==> src/design/els_reply_regs.svh <==
// Purpose: constants for the link service reply builder
// Assumes: 32-bit payload words, 24-bit port identifiers
// Notes: definitions only
`ifndef ELS_REPLY_REGS_SVH
`define ELS_REPLY_REGS_SVH
`define ACC_CMD_BYTE 8'h02
`define RJT_CMD_WORD 32'h01000000
`define LAST_SEQ_BIT 20
`define RSN_CODE_LSB 16
`define RSN_EXPL_LSB 8
`define RSN_VEND_LSB 0
`define RC_BAD_CMD 8'h01
`define RC_LOGICAL 8'h03
`define RC_BUSY 8'h05
`define RC_PROTOCOL 8'h07
`define RC_UNABLE 8'h09
`define RC_UNSUPPORTED 8'h0B
`define RC_IN_PROGRESS 8'h0E
`define RC_FIP 8'h20
`define RC_VENDOR 8'hFF
`define RX_NONE 8'h00
`define RX_OPTIONS 8'h01
`define RX_INIT_CTL 8'h03
`define RX_RECIP_CTL 8'h05
`define RX_RX_SIZE 8'h07
`define RX_CONC_SEQ 8'h09
`define RX_CREDIT 8'h0B
`define RX_PORT_NAME 8'h0D
`define RX_NODE_NAME 8'h0E
`define RX_COMMON 8'h0F
`define RX_REQ_BUSY 8'h19
`define RX_LOGIN_REQ 8'h1E
`define RX_PORT_ID 8'h1F
`endif

==> src/design/els_reply_pkg.sv <==
// Purpose: types for the link service reply builder
// Assumes: nothing beyond the constants header
// Notes: error index order is the detection priority
package els_reply_pkg;
  // error conditions, lowest index checked first
  typedef enum logic [3:0] {
    ERR_BAD_CMD = 4'h0, ERR_LOGICAL = 4'h1, ERR_BUSY = 4'h2, ERR_PROTOCOL = 4'h3,
    ERR_UNABLE = 4'h4, ERR_UNSUPPORTED = 4'h5, ERR_IN_PROGRESS = 4'h6,
    ERR_FIP = 4'h7, ERR_VENDOR = 4'h8
  } err_t;
  typedef enum logic [1:0] {IDLE = 2'b00, WORD0 = 2'b01, WORD1 = 2'b11} state_t;
  // one request to answer
  typedef struct packed {
    logic [23:0] req_src;
    logic [23:0] req_dst;
    logic [8:0] err_flags;
    logic [7:0] expl;
    logic [7:0] vendor;
    logic [23:0] acc_tail;
  } req_t;
  // one payload word on the way out
  typedef struct packed {
    logic [23:0] d_id;
    logic [23:0] s_id;
    logic [31:0] data;
    logic [23:0] f_ctl;
    logic last;
    logic reject;
  } word_t;
endpackage : els_reply_pkg

==> src/design/els_reply_builder.sv <==
// Purpose: builds accept or reject reply payload words for a link service request
// Assumes: request and word sink on clk; framing and sending done downstream
//   all inputs come from logic on clk, so none passes a synchroniser
// Notes: accept carries only the command word; per-request tail comes in acc_tail
//   reason fields are resolved at take, so a stalled word never changes
`timescale 1ns/1ps
`include "els_reply_regs.svh"
module els_reply_builder (
  // clock and reset
  input wire logic clk,
  input wire logic reset_n,
  input wire logic clk_en,
  // request side
  input wire logic req_valid,
  output logic req_ready,
  input els_reply_pkg::req_t req,
  // reply word side
  output logic out_valid,
  input wire logic out_ready,
  output els_reply_pkg::word_t out_word,
  // completion
  output logic done_q
);
  // explanation codes a reject may carry besides none
  localparam int NUM_EXPL = 12;
  // error conditions, one flag each, lowest index detected first
  localparam int NUM_ERR = 9;

  // sequencer and the word on offer
  els_reply_pkg::state_t state_q;
  els_reply_pkg::word_t word_q;
  // reason fields resolved once at take
  logic [7:0] code_q;
  logic [7:0] expl_q;
  logic [7:0] vend_q;
  // handshake decode
  logic take;
  logic fire;
  logic last_taken;
  logic rsn_due;
  // reason fields of the request on the input
  logic [7:0] code_d;
  logic [7:0] expl_d;
  logic [7:0] vend_d;
  // priority chain and lookup terms
  wire [NUM_ERR-1:0] first_hit;
  wire [NUM_ERR-1:0] seen_below;
  wire [NUM_EXPL-1:0] expl_hit;
  wire [7:0] code_term [NUM_ERR];

  // reason code of one error index; spare index codes cannot be flagged
  function automatic logic [7:0] code_of(input logic [3:0] idx);
    logic [7:0] c;
    c = 8'h00;
    case (idx)
      // request content faults
      els_reply_pkg::ERR_BAD_CMD: begin
        c = `RC_BAD_CMD;
      end
      els_reply_pkg::ERR_LOGICAL: begin
        c = `RC_LOGICAL;
      end
      // recipient state faults
      els_reply_pkg::ERR_BUSY: begin
        c = `RC_BUSY;
      end
      els_reply_pkg::ERR_PROTOCOL: begin
        c = `RC_PROTOCOL;
      end
      els_reply_pkg::ERR_UNABLE: begin
        c = `RC_UNABLE;
      end
      els_reply_pkg::ERR_UNSUPPORTED: begin
        c = `RC_UNSUPPORTED;
      end
      els_reply_pkg::ERR_IN_PROGRESS: begin
        c = `RC_IN_PROGRESS;
      end
      // codes outside the base set
      els_reply_pkg::ERR_FIP: begin
        c = `RC_FIP;
      end
      els_reply_pkg::ERR_VENDOR: begin
        c = `RC_VENDOR;
      end
      default: begin
        c = 8'h00;
      end
    endcase
    return c;
  endfunction : code_of

  // listed explanation codes, one per index; anything else means none
  function automatic logic [7:0] expl_at(input logic [3:0] idx);
    logic [7:0] e;
    e = `RX_NONE;
    case (idx)
      // login service parameter faults
      4'h0: begin
        e = `RX_OPTIONS;
      end
      4'h1: begin
        e = `RX_INIT_CTL;
      end
      4'h2: begin
        e = `RX_RECIP_CTL;
      end
      4'h3: begin
        e = `RX_RX_SIZE;
      end
      4'h4: begin
        e = `RX_CONC_SEQ;
      end
      4'h5: begin
        e = `RX_CREDIT;
      end
      // name and common parameter faults
      4'h6: begin
        e = `RX_PORT_NAME;
      end
      4'h7: begin
        e = `RX_NODE_NAME;
      end
      4'h8: begin
        e = `RX_COMMON;
      end
      // request state faults
      4'h9: begin
        e = `RX_REQ_BUSY;
      end
      4'hA: begin
        e = `RX_LOGIN_REQ;
      end
      4'hB: begin
        e = `RX_PORT_ID;
      end
      default: begin
        e = `RX_NONE;
      end
    endcase
    return e;
  endfunction : expl_at

  // first word of either reply, built from the request being taken
  function automatic els_reply_pkg::word_t head_word(input els_reply_pkg::req_t r);
    els_reply_pkg::word_t w;
    w = '0;
    // identities swapped from the request
    w.d_id = r.req_src;
    w.s_id = r.req_dst;
    w.reject = (r.err_flags != 9'h000);
    if (w.reject) begin
      // reject opens with its fixed command word, reason follows next
      w.data = `RJT_CMD_WORD;
    end else begin
      // accept is a single word and closes the exchange
      w.data = {`ACC_CMD_BYTE, r.acc_tail};
      w.last = 1'b1;
      w.f_ctl[`LAST_SEQ_BIT] = 1'b1;
    end
    return w;
  endfunction : head_word

  // second reject word: ids kept, reason word replaces the command word
  function automatic els_reply_pkg::word_t reason_word(
    input els_reply_pkg::word_t head,
    input logic [7:0] code,
    input logic [7:0] expl,
    input logic [7:0] vend
  );
    els_reply_pkg::word_t w;
    w = head;
    // top byte is reserved and stays zero
    w.data = 32'h00000000;
    w.data[`RSN_CODE_LSB +: 8] = code;
    w.data[`RSN_EXPL_LSB +: 8] = expl;
    w.data[`RSN_VEND_LSB +: 8] = vend;
    w.last = 1'b1;
    return w;
  endfunction : reason_word

  // priority chain: a flag counts only when no lower index is set
  assign seen_below[0] = 1'b0;
  for (genvar i = 0; i < NUM_ERR; i++) begin : g_first
    assign first_hit[i] = req.err_flags[i] && !seen_below[i];
    assign code_term[i] = first_hit[i] ? code_of(4'(i)) : 8'h00;
    // the top flag ends the chain; nothing reads past it
    if (i < NUM_ERR - 1) begin : g_chain
      assign seen_below[i + 1] = seen_below[i] || req.err_flags[i];
    end
  end

  // explanation passes only when it is one of the listed codes
  for (genvar k = 0; k < NUM_EXPL; k++) begin : g_expl
    assign expl_hit[k] = (req.expl == expl_at(4'(k)));
  end

  // one-hot select, so or-ing the terms yields the single reported code
  always_comb begin
    code_d = 8'h00;
    for (int i = 0; i < NUM_ERR; i++) begin
      code_d = code_d | code_term[i];
    end
  end

  // unlisted explanations collapse to none; vendor byte only with vendor reason
  assign expl_d = (|expl_hit) ? req.expl : `RX_NONE;
  assign vend_d = first_hit[els_reply_pkg::ERR_VENDOR] ? req.vendor : 8'h00;

  // handshakes; clock enable gates every transfer
  assign req_ready = (state_q == els_reply_pkg::IDLE) && clk_en;
  assign take = req_valid && req_ready;
  assign fire = out_valid && out_ready && clk_en;
  assign last_taken = fire && word_q.last;
  assign rsn_due = fire && (state_q == els_reply_pkg::WORD0) && word_q.reject;

  // offered word comes straight from its register
  assign out_valid = (state_q != els_reply_pkg::IDLE);
  assign out_word = word_q;

  // sequencer: accept is one word, reject two; a stall holds the state
  always_ff @(posedge clk or negedge reset_n) begin
    if (!reset_n) begin
      state_q <= els_reply_pkg::IDLE;
    end else if (clk_en) begin
      unique case (state_q)
        els_reply_pkg::IDLE: begin
          // a request waits here until the previous reply is out
          if (req_valid) begin
            state_q <= els_reply_pkg::WORD0;
          end
        end
        els_reply_pkg::WORD0: begin
          // reject goes on to its reason word
          if (out_ready) begin
            state_q <= word_q.reject ? els_reply_pkg::WORD1 : els_reply_pkg::IDLE;
          end
        end
        els_reply_pkg::WORD1: begin
          // reason word is the closing word
          if (out_ready) begin
            state_q <= els_reply_pkg::IDLE;
          end
        end
        // the one spare code is never entered; fall back to idle
        default: begin
          state_q <= els_reply_pkg::IDLE;
        end
      endcase
    end
  end

  // reason fields resolved once per request, so a stall cannot change them
  always_ff @(posedge clk or negedge reset_n) begin
    if (!reset_n) begin
      code_q <= 8'h00;
      expl_q <= 8'h00;
      vend_q <= 8'h00;
    end else if (take) begin
      code_q <= code_d;
      expl_q <= expl_d;
      vend_q <= vend_d;
    end
  end

  // word on offer: head word at take, reason word once the head is taken
  always_ff @(posedge clk or negedge reset_n) begin
    if (!reset_n) begin
      word_q <= '0;
    end else if (take) begin
      word_q <= head_word(req);
    end else if (rsn_due) begin
      word_q <= reason_word(word_q, code_q, expl_q, vend_q);
    end
  end

  // completion pulse the cycle after the closing word is taken
  always_ff @(posedge clk or negedge reset_n) begin
    if (!reset_n) begin
      done_q <= 1'b0;
    end else if (clk_en) begin
      done_q <= last_taken;
    end
  end
endmodule : els_reply_builder

==> config.mk <==
export PLATFORM = sky130hd
export DESIGN_NAME = els_reply_builder
export DESIGN_NICKNAME = d
export VERILOG_FILES = /design/src/design/els_reply_pkg.sv /design/src/design/els_reply_builder.sv
export VERILOG_INCLUDE_DIRS = /design/src /design/src/design
export SDC_FILE = /design/constraint.sdc
export NUM_CORES = 1
export LEC_CHECK = 0
export BUFFER_PORTS_ARGS = -buffer_cell sky130_fd_sc_hd__buf_2
export CORE_MARGIN = 2
export CORE_UTILIZATION = 46
export CTS_CLUSTER_DIAMETER = 80
export DETAILED_ROUTE_END_ITERATION = 6
export PLACE_DENSITY = 0.87
export SYNTH_ARGS = -nofsm -noshare
export SYNTH_HDL_FRONTEND = slang
export SYNTH_SLANG_ARGS = --single-unit
==> constraint.sdc <==
create_clock -name clk -period 2.3 [get_ports clk]
set_input_delay 0.46 -clock clk [delete_from_list [all_inputs] [get_ports clk]]
set_output_delay 0.46 -clock clk [all_outputs]
set_load 0.01 [all_outputs]
; Yosys cells after proc, flatten, opt, wreduce, memory -nomap -nowiden
; Index checks and enable logic that the tools add are counted.
[op_classes]
eq_ne = 17
mux = 20
bitwise = 8
n_reduce_logical = 36
[ops]
columns = cell, n
row1 = $mux 106, 1
row2 = $mux 58, 1
row3 = $eq 8x4->1 const B, 5
row4 = $mux 26, 1
row5 = $eq 8x5->1 const B, 3
row6 = $mux 8, 3
row7 = $eq 8x3->1 const B, 2
row8 = $logic_and 1x1->1, 15
row9 = $mux 4, 3
row10 = $reduce_or 12->1, 1
row11 = $mux 2, 5
row12 = $reduce_bool 9->1, 1
row13 = $eq 8x1->1 const B, 1
row14 = $eq 8x2->1 const B, 1
row15 = $logic_not 1->1, 8
row16 = $or 4x4->4, 2
row17 = $or 6x8->8, 1
row18 = $logic_or 1x1->1, 7
row19 = $mux 3, 2
row20 = $mux 6, 1
row21 = $ne 2x2->1 const B, 3
row22 = $or 4x6->6, 1
row23 = $pmux 2 s3, 1
row24 = $or 3x4->4, 1
row25 = 9 further kinds, 11
[word_totals]
ff_bits = 133
out_inout_bits = 109
wordCells = 92

; Logic depth before layout (Yosys ltp)
; Gate-level depths: netlist of run 1.
[depth]
depth_word = 11
ltp_mapped = 6

; Worst setup path after synthesis of run 1
; OpenSTA, ideal clock, no wires.
[synth_timing]
kind = input to register
startpoint = input req[41] in the netlist's numbering
endpoint = register word_q (netlist bit out_word[34])
setup_time_ns = 0.082
arrival_ns = 1.873
required_time_ns = 2.218
setup_slack_ns = 0.345
cell_stages = 5
path_cell_list = or4_4 nor4b_4 buf_6 nand2_1 a31oi_1
[synth_between]
elab_chain_len = 3
[synth_rtl]
columns = item, line_no
row1 = start: declaration, els_reply_builder.sv:16  ; input els_reply_pkg::req_t req,
row2 = $reduce_bool 9->1, els_reply_builder.sv:151  ; w.reject = (r.err_flags != 9'h000);
row3 = $mux 26, els_reply_builder.sv:152  ; if (w.reject) begin
row4 = $mux 106, els_reply_builder.sv:270  ; end else if (take) begin
row5 = end signal: assignment, els_reply_builder.sv:271  ; word_q <= head_word(req);
row6 = end signal: assignment, els_reply_builder.sv:273  ; word_q <= reason_word(word_q, code_q, expl_q, vend_q);
row7 = end: declaration, els_reply_builder.sv:31  ; els_reply_pkg::word_t word_q;
; No other way between the ends. The select of a mux whose other input is x is not followed.
; A chain may end at the register's enable or synchronous reset.

; Worst setup path in the final report of run 1
[layout_timing]
startpoint = register state_q[0]
endpoint = output req_ready
[layout_between]
elab_chain_len = 2
[layout_rtl]
columns = item, line_no
row1 = start: declaration, els_reply_builder.sv:30  ; els_reply_pkg::state_t state_q;
row2 = start signal: assignment, els_reply_builder.sv:224  ; state_q <= els_reply_pkg::IDLE;
row3 = start signal: assignment, els_reply_builder.sv:230  ; state_q <= els_reply_pkg::WORD0;
row4 = start signal: assignment, els_reply_builder.sv:236  ; state_q <= word_q.reject ? els_reply_pkg::WORD1 : els_reply_pkg::IDLE;
row5 = $logic_not 2->1, els_reply_builder.sv:211  ; assign req_ready = (state_q == els_reply_pkg::IDLE) && clk_en;
row6 = $logic_and 1x1->1, els_reply_builder.sv:211
row7 = end: declaration, els_reply_builder.sv:15  ; output logic req_ready,
; No other way between the ends.

==> summary by stage, run 1 <==
Setup path
The signal on the critical path passes through or2_2, nor2_1, buf_2. The startpoint of the worst-slack reg-to-reg timing path is state_q[0]. The cell count of the worst reg-to-reg path is 5. The endpoint identified for the worst register-to-register timing path is out_word[26]. The critical path start-end classification is register to primary output. Data arrives at the worst endpoint at 1.42 ns. The worst setup path is launched from a register.

The kind of capture point of the worst setup path is a primary output. Of all nets on the critical path, the largest fanout is 8. The largest stage delay on the critical path is 0.46 ns. The slowest stage of the critical path belongs to the cell sky130_fd_sc_hd__dfrtp_1. The required time of the worst setup path is 1.84 ns. The worst register-to-register path has a setup slack of 0.50 ns.

Synth
After technology mapping, the gate count stands at 466. The fraction of synthesis flops using an asynchronous set or reset pin is 100%. The fraction of the yosys area taken by sequential cells is 58.2%. The most used flip-flop cell after synthesis is sky130_fd_sc_hd__dfrtp_1. The synthesized design contains 0 enable-type register cells. The total of warnings raised by yosys is 0. The count of distinct cell types in the synthesized netlist is 38. The cell area that synthesis handed to floorplanning was 4390 sq um. After synthesis, the mean cell area works out to 9.41 sq um.

The register bit total from synthesis is 102.

Routing
The post-detailed-route wirelength per cell is 13.5 um. The total number of vias is 3759. The detailed router finished its first iteration with 102 violations.

In the routed layout, each cell is associated on average with a via count of 4.83. For this block, the routed nets add up to 10500 um of wire. The count of antenna-violating nets left after detailed routing is 0. The total DRC errors in the routed layout is 0. The detailed-router iteration count before antenna repair is 4.

Clock network
The tree is rooted in a sky130_fd_sc_hd__clkbuf_8. Clock tree synthesis found a total of 102 sinks. The number of buffers created by CTS is 9. The worst-case clock buffer depth is 2. The H-tree generated during clock tree synthesis spans 3 levels. TritonCTS built the clock tree. The number of gates resized after CTS was 0.

The clock latency at the later pin of the worst-skew pair is 0.35 ns. Buffers added to address setup during post-CTS repair amount to 0. The clock-pin slew on the worst setup and hold paths is 0.10 ns. The number of hold buffers added after CTS was 0.

Layout
For this run, the share of the core covered by cells in the final layout is 60.4%. The finished layout cell area is 5580 sq um. The total number of nets in the final design is 747. In the final layout, the multi-input gates occupy 1620 sq um. The layout cell share with drive strength beyond 1 is 34.1%.

The count of antenna diodes in the layout is 0. Summing all flip-flop and latch instances after layout gives 2550 sq um. The count of fill cells added during filler insertion is 800. The area overhead of the layout relative to synthesis is 27.1%.

Pwr
The switching power as a share of total power is 35.7%. The share of total power in combinational logic is 35.2%. The worst-case IR drop observed on VDD is 0.550 mV.

The internal portion of the total power is 3.96 mW. The sum of internal, switching and leakage power is 6.15 mW. The share of power burned in registers is 46.4%.

Dividing total power by cell area gives a power density of 1100 nW/um^2. For this design the total switching power over the nets is 2.20 mW. In this run the static leakage power is 3.04 nW. The part of the power in the clock network is 18.3%.

Floorplan
The die covers 10300 sq um. 211 I/O pins were placed. The width of the die is 102 um. Once the floorplan was initialized, standard cells occupied 47.5% of the core.

In this run the standard cell core region covers 9240 sq um. The vertical die dimension is 102 um. Row generation in the floorplan step produced 35 rows.

Global routing
The layer flagged by global routing as most heavily used is met2. For met2 alone, demand over resource in global routing was 35.1%. The global-route track usage on met1 is 25.1%. The total grt overflow is 0.

For this run, global-route usage on met3 was measured as 3.17%. The number of global-route vias before repair is 3600. The total routing resource utilization after global routing is 20.2%.

Entering global routing, the biggest net connects 61 pins. The wire length of the first global-routing pass is 16600 um. The initial antenna violation count is 0.

STA
The final setup violation count is 0. Timing would allow up to 0.533 GHz. The total count of max-transition violations in the final report is 0. The worst clock skew on the final layout is 0.0151 ns. The final hold violation count is 0. The time the worst path needs with I/O delays and setup is 1.88 ns. The final critical path takes up 81.6% of the cycle. The worst hold slack is 0.0536 ns. The final setup TNS is 0 ns. Setup repair after global routing left no endpoint under its margin.

Outcome
The run finished with clean final reports.

Flow run
The max capacitance violation total is 0.

Worst hold path
The tightest min-delay check is of the input port to asynchronous set/reset pin type.

Placement
The area after detailed placement is 5380 sq um. The number of port buffers is 181. Detailed placement finished with a half-perimeter wire length of 7820 um. At the end of routability-driven placement, the weighted congestion stood at 0.843.
layout make-up:
cell class	count	share of cell area, %
sequential	102	45.8
multi-input combinational	335	29.0
timing repair buffer	192	18.4
tap	129	2.89
clock buffer	12	2.78
clock inverter	3	0.785
inverter	5	0.337
layer usage:
| layer | vias up | share of wire [%] |
|---|---|---|
| met3 | 14 | 6.2 |
| met4 | 0 | 1.4 |
| li1 | 1821 | - |
| met2 | 145 | 51 |
| met1 | 1779 | 41 |
| met5 | - | 0 |
cell usage in the layout, fill, tap and decap left out, drive strengths merged, types with 5 or more instances in the layout:
| cell | netlist | layout |
|---|---|---|
| buf | 36 | 192 |
| nor2 | 36 | 36 |
| inv | 5 | 5 |
| a31oi | 10 | 10 |
| conb | 1 | 29 |
| nand2 | 171 | 171 |
| a22o | 9 | 9 |
| a21oi | 28 | 28 |
| o21ai | 8 | 8 |
| clkbuf | 16 | 12 |
| a22oi | 9 | 9 |
| dfrtp | 102 | 102 |
| and2 | 5 | 5 |
Yosys cell counts, types with 2 or more instances:
library cell | count | area [sq um]
sky130_fd_sc_hd__a22o_1 | 9 | 78.8
sky130_fd_sc_hd__inv_1 | 5 | 18.8
sky130_fd_sc_hd__a21o_1 | 3 | 22.5
sky130_fd_sc_hd__buf_4 | 29 | 218
sky130_fd_sc_hd__a21oi_1 | 28 | 140
sky130_fd_sc_hd__a22oi_2 | 8 | 100
sky130_fd_sc_hd__and2_1 | 5 | 31.3
sky130_fd_sc_hd__clkbuf_1 | 16 | 60.1
sky130_fd_sc_hd__nand3_1 | 4 | 20.0
sky130_fd_sc_hd__dfrtp_1 | 102 | 2550
sky130_fd_sc_hd__nand2_1 | 171 | 642
sky130_fd_sc_hd__nor2_1 | 36 | 135
sky130_fd_sc_hd__buf_2 | 3 | 15.0
sky130_fd_sc_hd__buf_6 | 2 | 22.5
sky130_fd_sc_hd__o311ai_0 | 2 | 17.5
sky130_fd_sc_hd__nor3b_1 | 2 | 15.0
sky130_fd_sc_hd__buf_1 | 2 | 7.51
sky130_fd_sc_hd__nand2b_1 | 3 | 18.8
sky130_fd_sc_hd__a31oi_1 | 10 | 62.6
sky130_fd_sc_hd__o21ai_0 | 8 | 40.0
worst max-delay path: cells and delay by family (launching register included):
family                 cells  cell delay (ns)
buffers and inverters      1             0.13
and+or+nand+nor            2             0.47
DFF                        1             0.46
sequential cells by signal, indices dropped and copies added (netlist names):
name	count
out_word	77
done_q	1
expl_q	8
vend_q	8
state_q	2
code_q	6
power groups by stage:
stage,Combinational [mW],Clock (mW),Sequential (mW)
4_1_cts,2.20,1.17,2.86
3_5_place_dp,2.20,0,2.88
6_report,2.17,1.13,2.86
5_1_grt,2.42,1.23,2.94
3_3_place_gp,2.10,0,2.85
2_1_floorplan,0.879,0,3.17
logic make-up after synthesis:
| family | after synthesis | synth area share [%] |
|---|---|---|
| compound gates | 74 | 11.6 |
| other cells | 1 | 0.0855 |
| simple gates | 232 | 22.3 |
| flops | 102 | 58.2 |
| buf+inv | 57 | 7.79 |
per-stage QoR:
stage / cells / worst slack (ns)
after detailed placement: 763 / 0.213
after global placement: 763 / 0.298
after global routing: 778 / 0.318
final: 778 / 0.424
after floorplan: 494 / 0.345
after CTS: 778 / 0.402
how the worst max path moves through the flow:
| stage | start | end |
|---|---|---|
| 6_report | state_q[0] | req_ready |
| 5_1_grt | state_q[0] | req_ready |
| 4_1_cts | state_q[0] | req_ready |
| 3_5_place_dp | req[41] | out_word[26] |
| 3_3_place_gp | req[41] | out_word[38] |
| 2_1_floorplan | req[41] | out_word[34] |
(Power assumes the default switching activity.)
==> run 2, diff against run 1 <==
--- a/config.mk
+++ b/config.mk
@@ -8,10 +8,10 @@
 export LEC_CHECK = 0
 export BUFFER_PORTS_ARGS = -buffer_cell sky130_fd_sc_hd__buf_2
 export CORE_MARGIN = 2
-export CORE_UTILIZATION = 46
+export CORE_UTILIZATION = 42
 export CTS_CLUSTER_DIAMETER = 80
 export DETAILED_ROUTE_END_ITERATION = 6
-export PLACE_DENSITY = 0.87
+export PLACE_DENSITY = 0.84
 export SYNTH_ARGS = -nofsm -noshare
 export SYNTH_HDL_FRONTEND = slang
 export SYNTH_SLANG_ARGS = --single-unit
==> constraint.sdc (replaced) <==
create_clock -name clk -period 1.5 [get_ports clk]
set_input_delay 0.3 -clock clk [delete_from_list [all_inputs] [get_ports clk]]
set_output_delay 0.3 -clock clk [all_outputs]
set_load 0.01 [all_outputs]
==> run 2 against run 1 <==
Against the previous run: non-clock buffer count is 31 higher; highest routed layer unchanged; critical path type is now register to register; setup slack worse by 0.58 ns; the flow now finishes with violations (negative hold slack, negative setup slack); global-route usage is 0.27 points higher; sequential share of layout area is 3.9 points lower.
==> summary by stage, run 2 (synthesis gave the netlist of run 1 again) <==
STA
Setup repair after global routing could not meet its margin everywhere. For this run, the top clock speed supported by timing is 0.603 GHz. The actual transition at the worst max-transition pin is 0.542 ns. Setup total negative slack on the finished layout was measured at -3.94 ns. For the final database, setup skew stands at 0.00377 ns.

The time the worst path needs with I/O delays and setup is 1.66 ns. In the post-route analysis, the smallest setup slack over all paths is -0.158 ns. In this run the tightest slew margin relative to its limit is 63.6%. Setup violations remaining at the end of the flow were counted as 41. The final hold violation count was 21.

Of the available clock period, the critical path in the final layout requires 111%. Final hold analysis gives a worst-case slack of -0.0221 ns. The total count of max-transition violations in the final report is 0.

Layout
In the layout the commonest cells are sky130_fd_sc_hd__buf_2 (178), sky130_fd_sc_hd__nand2_1 (167), sky130_fd_sc_hd__dfrtp_1 (102), sky130_fd_sc_hd__nor2_1 (33), sky130_fd_sc_hd__conb_1 (29). The post-route netlist has 40.1% of its cells at a drive strength greater than 1. The flip-flop count of the largest register after layout is 77.

After the flow finishes, the layout carries non-filler instances totaling 818. With fillers left out, the area of the finished cells amounts to 6090 sq um. From synthesis to final layout, the design area changed by 38.9%. The net count of the finished layout is 778. Leaving out fill and tap cells, the most frequent cell in the layout is sky130_fd_sc_hd__buf_2.

Placement
Summing all placed instances gives a cell area of 5570 sq um. The number of placed instances, taps included, is 788. The HPWL after detailed placement is 8310 um. At the end of routability-driven placement, the weighted congestion stood at 0.829.

In this run the tool buffered the top-level ports with 181 buffer cells.

Clock network
The clock latency at the later pin of the worst-skew pair is 0.35 ns. The root buffer cell chosen for the clock tree is sky130_fd_sc_hd__clkbuf_8. The tree built by TritonCTS fans out to 102 sinks.

In this run, CTS created clock tree buffers numbering 9. The number of hold buffers added after CTS was 0. Clock-pin slew was measured on the worst setup and hold paths at 0.09 ns. The number of levels in the clock H-tree is 3.

TritonCTS built the clock tree. Counting along the longest clock path gives a buffer depth of 2.

Routing
The total DRC errors in the routed layout is 0. The detailed-router iteration count before antenna repair is 5. The number of DRC violations after detailed-routing iteration 0 is 212.

The detailed-route vias per instance is 4.88. Dividing the detail-routed wire length by the instance count gives 14.6 um. Summed over all layers, the routed wires come to 12000 um. The count of nets left with antenna violations once routing finished came out at 0. Across all layers, the routed design uses 3992 vias.

Floorplan
211 I/O pins were placed. The die is 106 um tall. The starting density of the core is 42.9%.

After floorplanning, the core was sized to cover 10200 sq um. The die covers 11300 sq um. The number of standard-cell rows in the floorplan is 37. The die is 106 um wide.

Outcome
The final reports fail on negative hold slack, negative setup slack. The run finished, with violations left.

Flow run
Across the run, the number of max-cap violations was 0.

Global routing
The initial antenna violation count was 0. Global routing finished with a remaining overflow of 0. The total routing resource utilization after global routing is 20.4%. Entering global routing, the biggest net connects 103 pins. The number of global-route vias before repair came to 3812. The first global-routing pass estimated 18300 um of wire.

Setup path
The worst setup path is of the register to register kind. The top fanout value on the critical path is 7. The data arrival time of the worst path is 1.94 ns. The cell count of the worst reg-to-reg path is 7. STA classifies the critical path endpoint as a register. At the worst endpoint, the required time is 1.78 ns.

The launching element type of the critical path is a register.

Pwr
The power per cell area is 1610 nW/um^2. The leakage power is 3.28 nW. The maximum ir drop on the vdd rail is 0.851 mV.

Worst hold path
The class of the tightest hold or removal check is input port to asynchronous set/reset pin.
run 2: cell types whose count changed in the layout (fill, tap and decap cells not counted), moves of 4 or more:
cell	delta
sky130_fd_sc_hd__nand2_1	-4
sky130_fd_sc_hd__a21oi_1	-6
sky130_fd_sc_hd__a21oi_2	+6
sky130_fd_sc_hd__buf_4	+12
sky130_fd_sc_hd__buf_6	+12
sky130_fd_sc_hd__buf_12	+4
run 2: repair_timing:
| action | CTS | global route |
|---|---|---|
| setup buffers | 7 | 1 |
| resized for setup | 18 | 24 |
| pin swaps | 9 | 13 |
| gates cloned | 2 | 3 |
| setup endpoints to repair | 37 | 97 |
run 2: area by class of cell:
| class | count | area (sq um) |
|---|---|---|
| Timing Repair Buffer | 223 | 1430 |
| Tap cell | 136 | 170 |
| Clock buffer | 14 | 193 |
| Fill cell | 857 | 4140 |
| Multi-Input combinational cell | 335 | 1710 |
| Clock inverter | 2 | 12.5 |
| Antenna cell | 1 | 2.50 |
| Sequential cell | 102 | 2550 |
| Inverter | 5 | 18.8 |
run 2: where the power goes:
part | total [mW] | internal (mW) | switching, mW
registers | 4.38 | 3.81 | 0.568
clock network | 1.73 | 0.830 | 0.897
logic | 3.73 | 1.68 | 2.06
total | 9.84 | 6.32 | 3.52
run 2: through the flow:
stage	total power [mW]	setup WS, ns	hold WS, ns	util, %
after floorplan	6.22	-0.295	0.00441	-
after global placement	7.71	-0.307	0.397	54.5
after detailed placement	7.92	-0.369	0.408	54.5
after CTS	9.81	-0.155	0.0162	58.0
after global routing	10.6	-0.234	0.00823	59.5
final	9.84	-0.158	-0.0221	59.6
run 2: layer usage:
metal / up-vias / part of all wire, % / track usage (%)
met1: 1930 / 41 / 25.1
met3: 28 / 5.5 / 4.54
met4: 0 / 2.3 / 8.18
met2: 148 / 51 / 34.9
met5: - / 0 / 0
li1: 1886 / - / -
run 2: path summary, 6_finish.rpt:
kind / endpoint / from / slack (ns)
max: out_word[37] / state_q[1] / -0.16
min: out_word[50] / reset_n / -0.02
min reg2reg: out_word[61] / out_word[61] / 0.48
max reg2reg: out_word[37] / state_q[1] / -0.16
min in group clk: out_word[97] / req[88] / 0.13
max in group asynchronous: out_word[100] / reset_n / 1.08
run 2: worst max-delay path, stage by stage, from the launching register on:
cell and delay (ns):
sky130_fd_sc_hd__dfrtp_1 0.40, sky130_fd_sc_hd__buf_6 0.13, sky130_fd_sc_hd__nand4bb_4 0.23, sky130_fd_sc_hd__nor4b_4 0.27, sky130_fd_sc_hd__buf_6 0.18, sky130_fd_sc_hd__clkbuf_16 0.17, sky130_fd_sc_hd__nand2_2 0.04, sky130_fd_sc_hd__a31oi_1 0.14
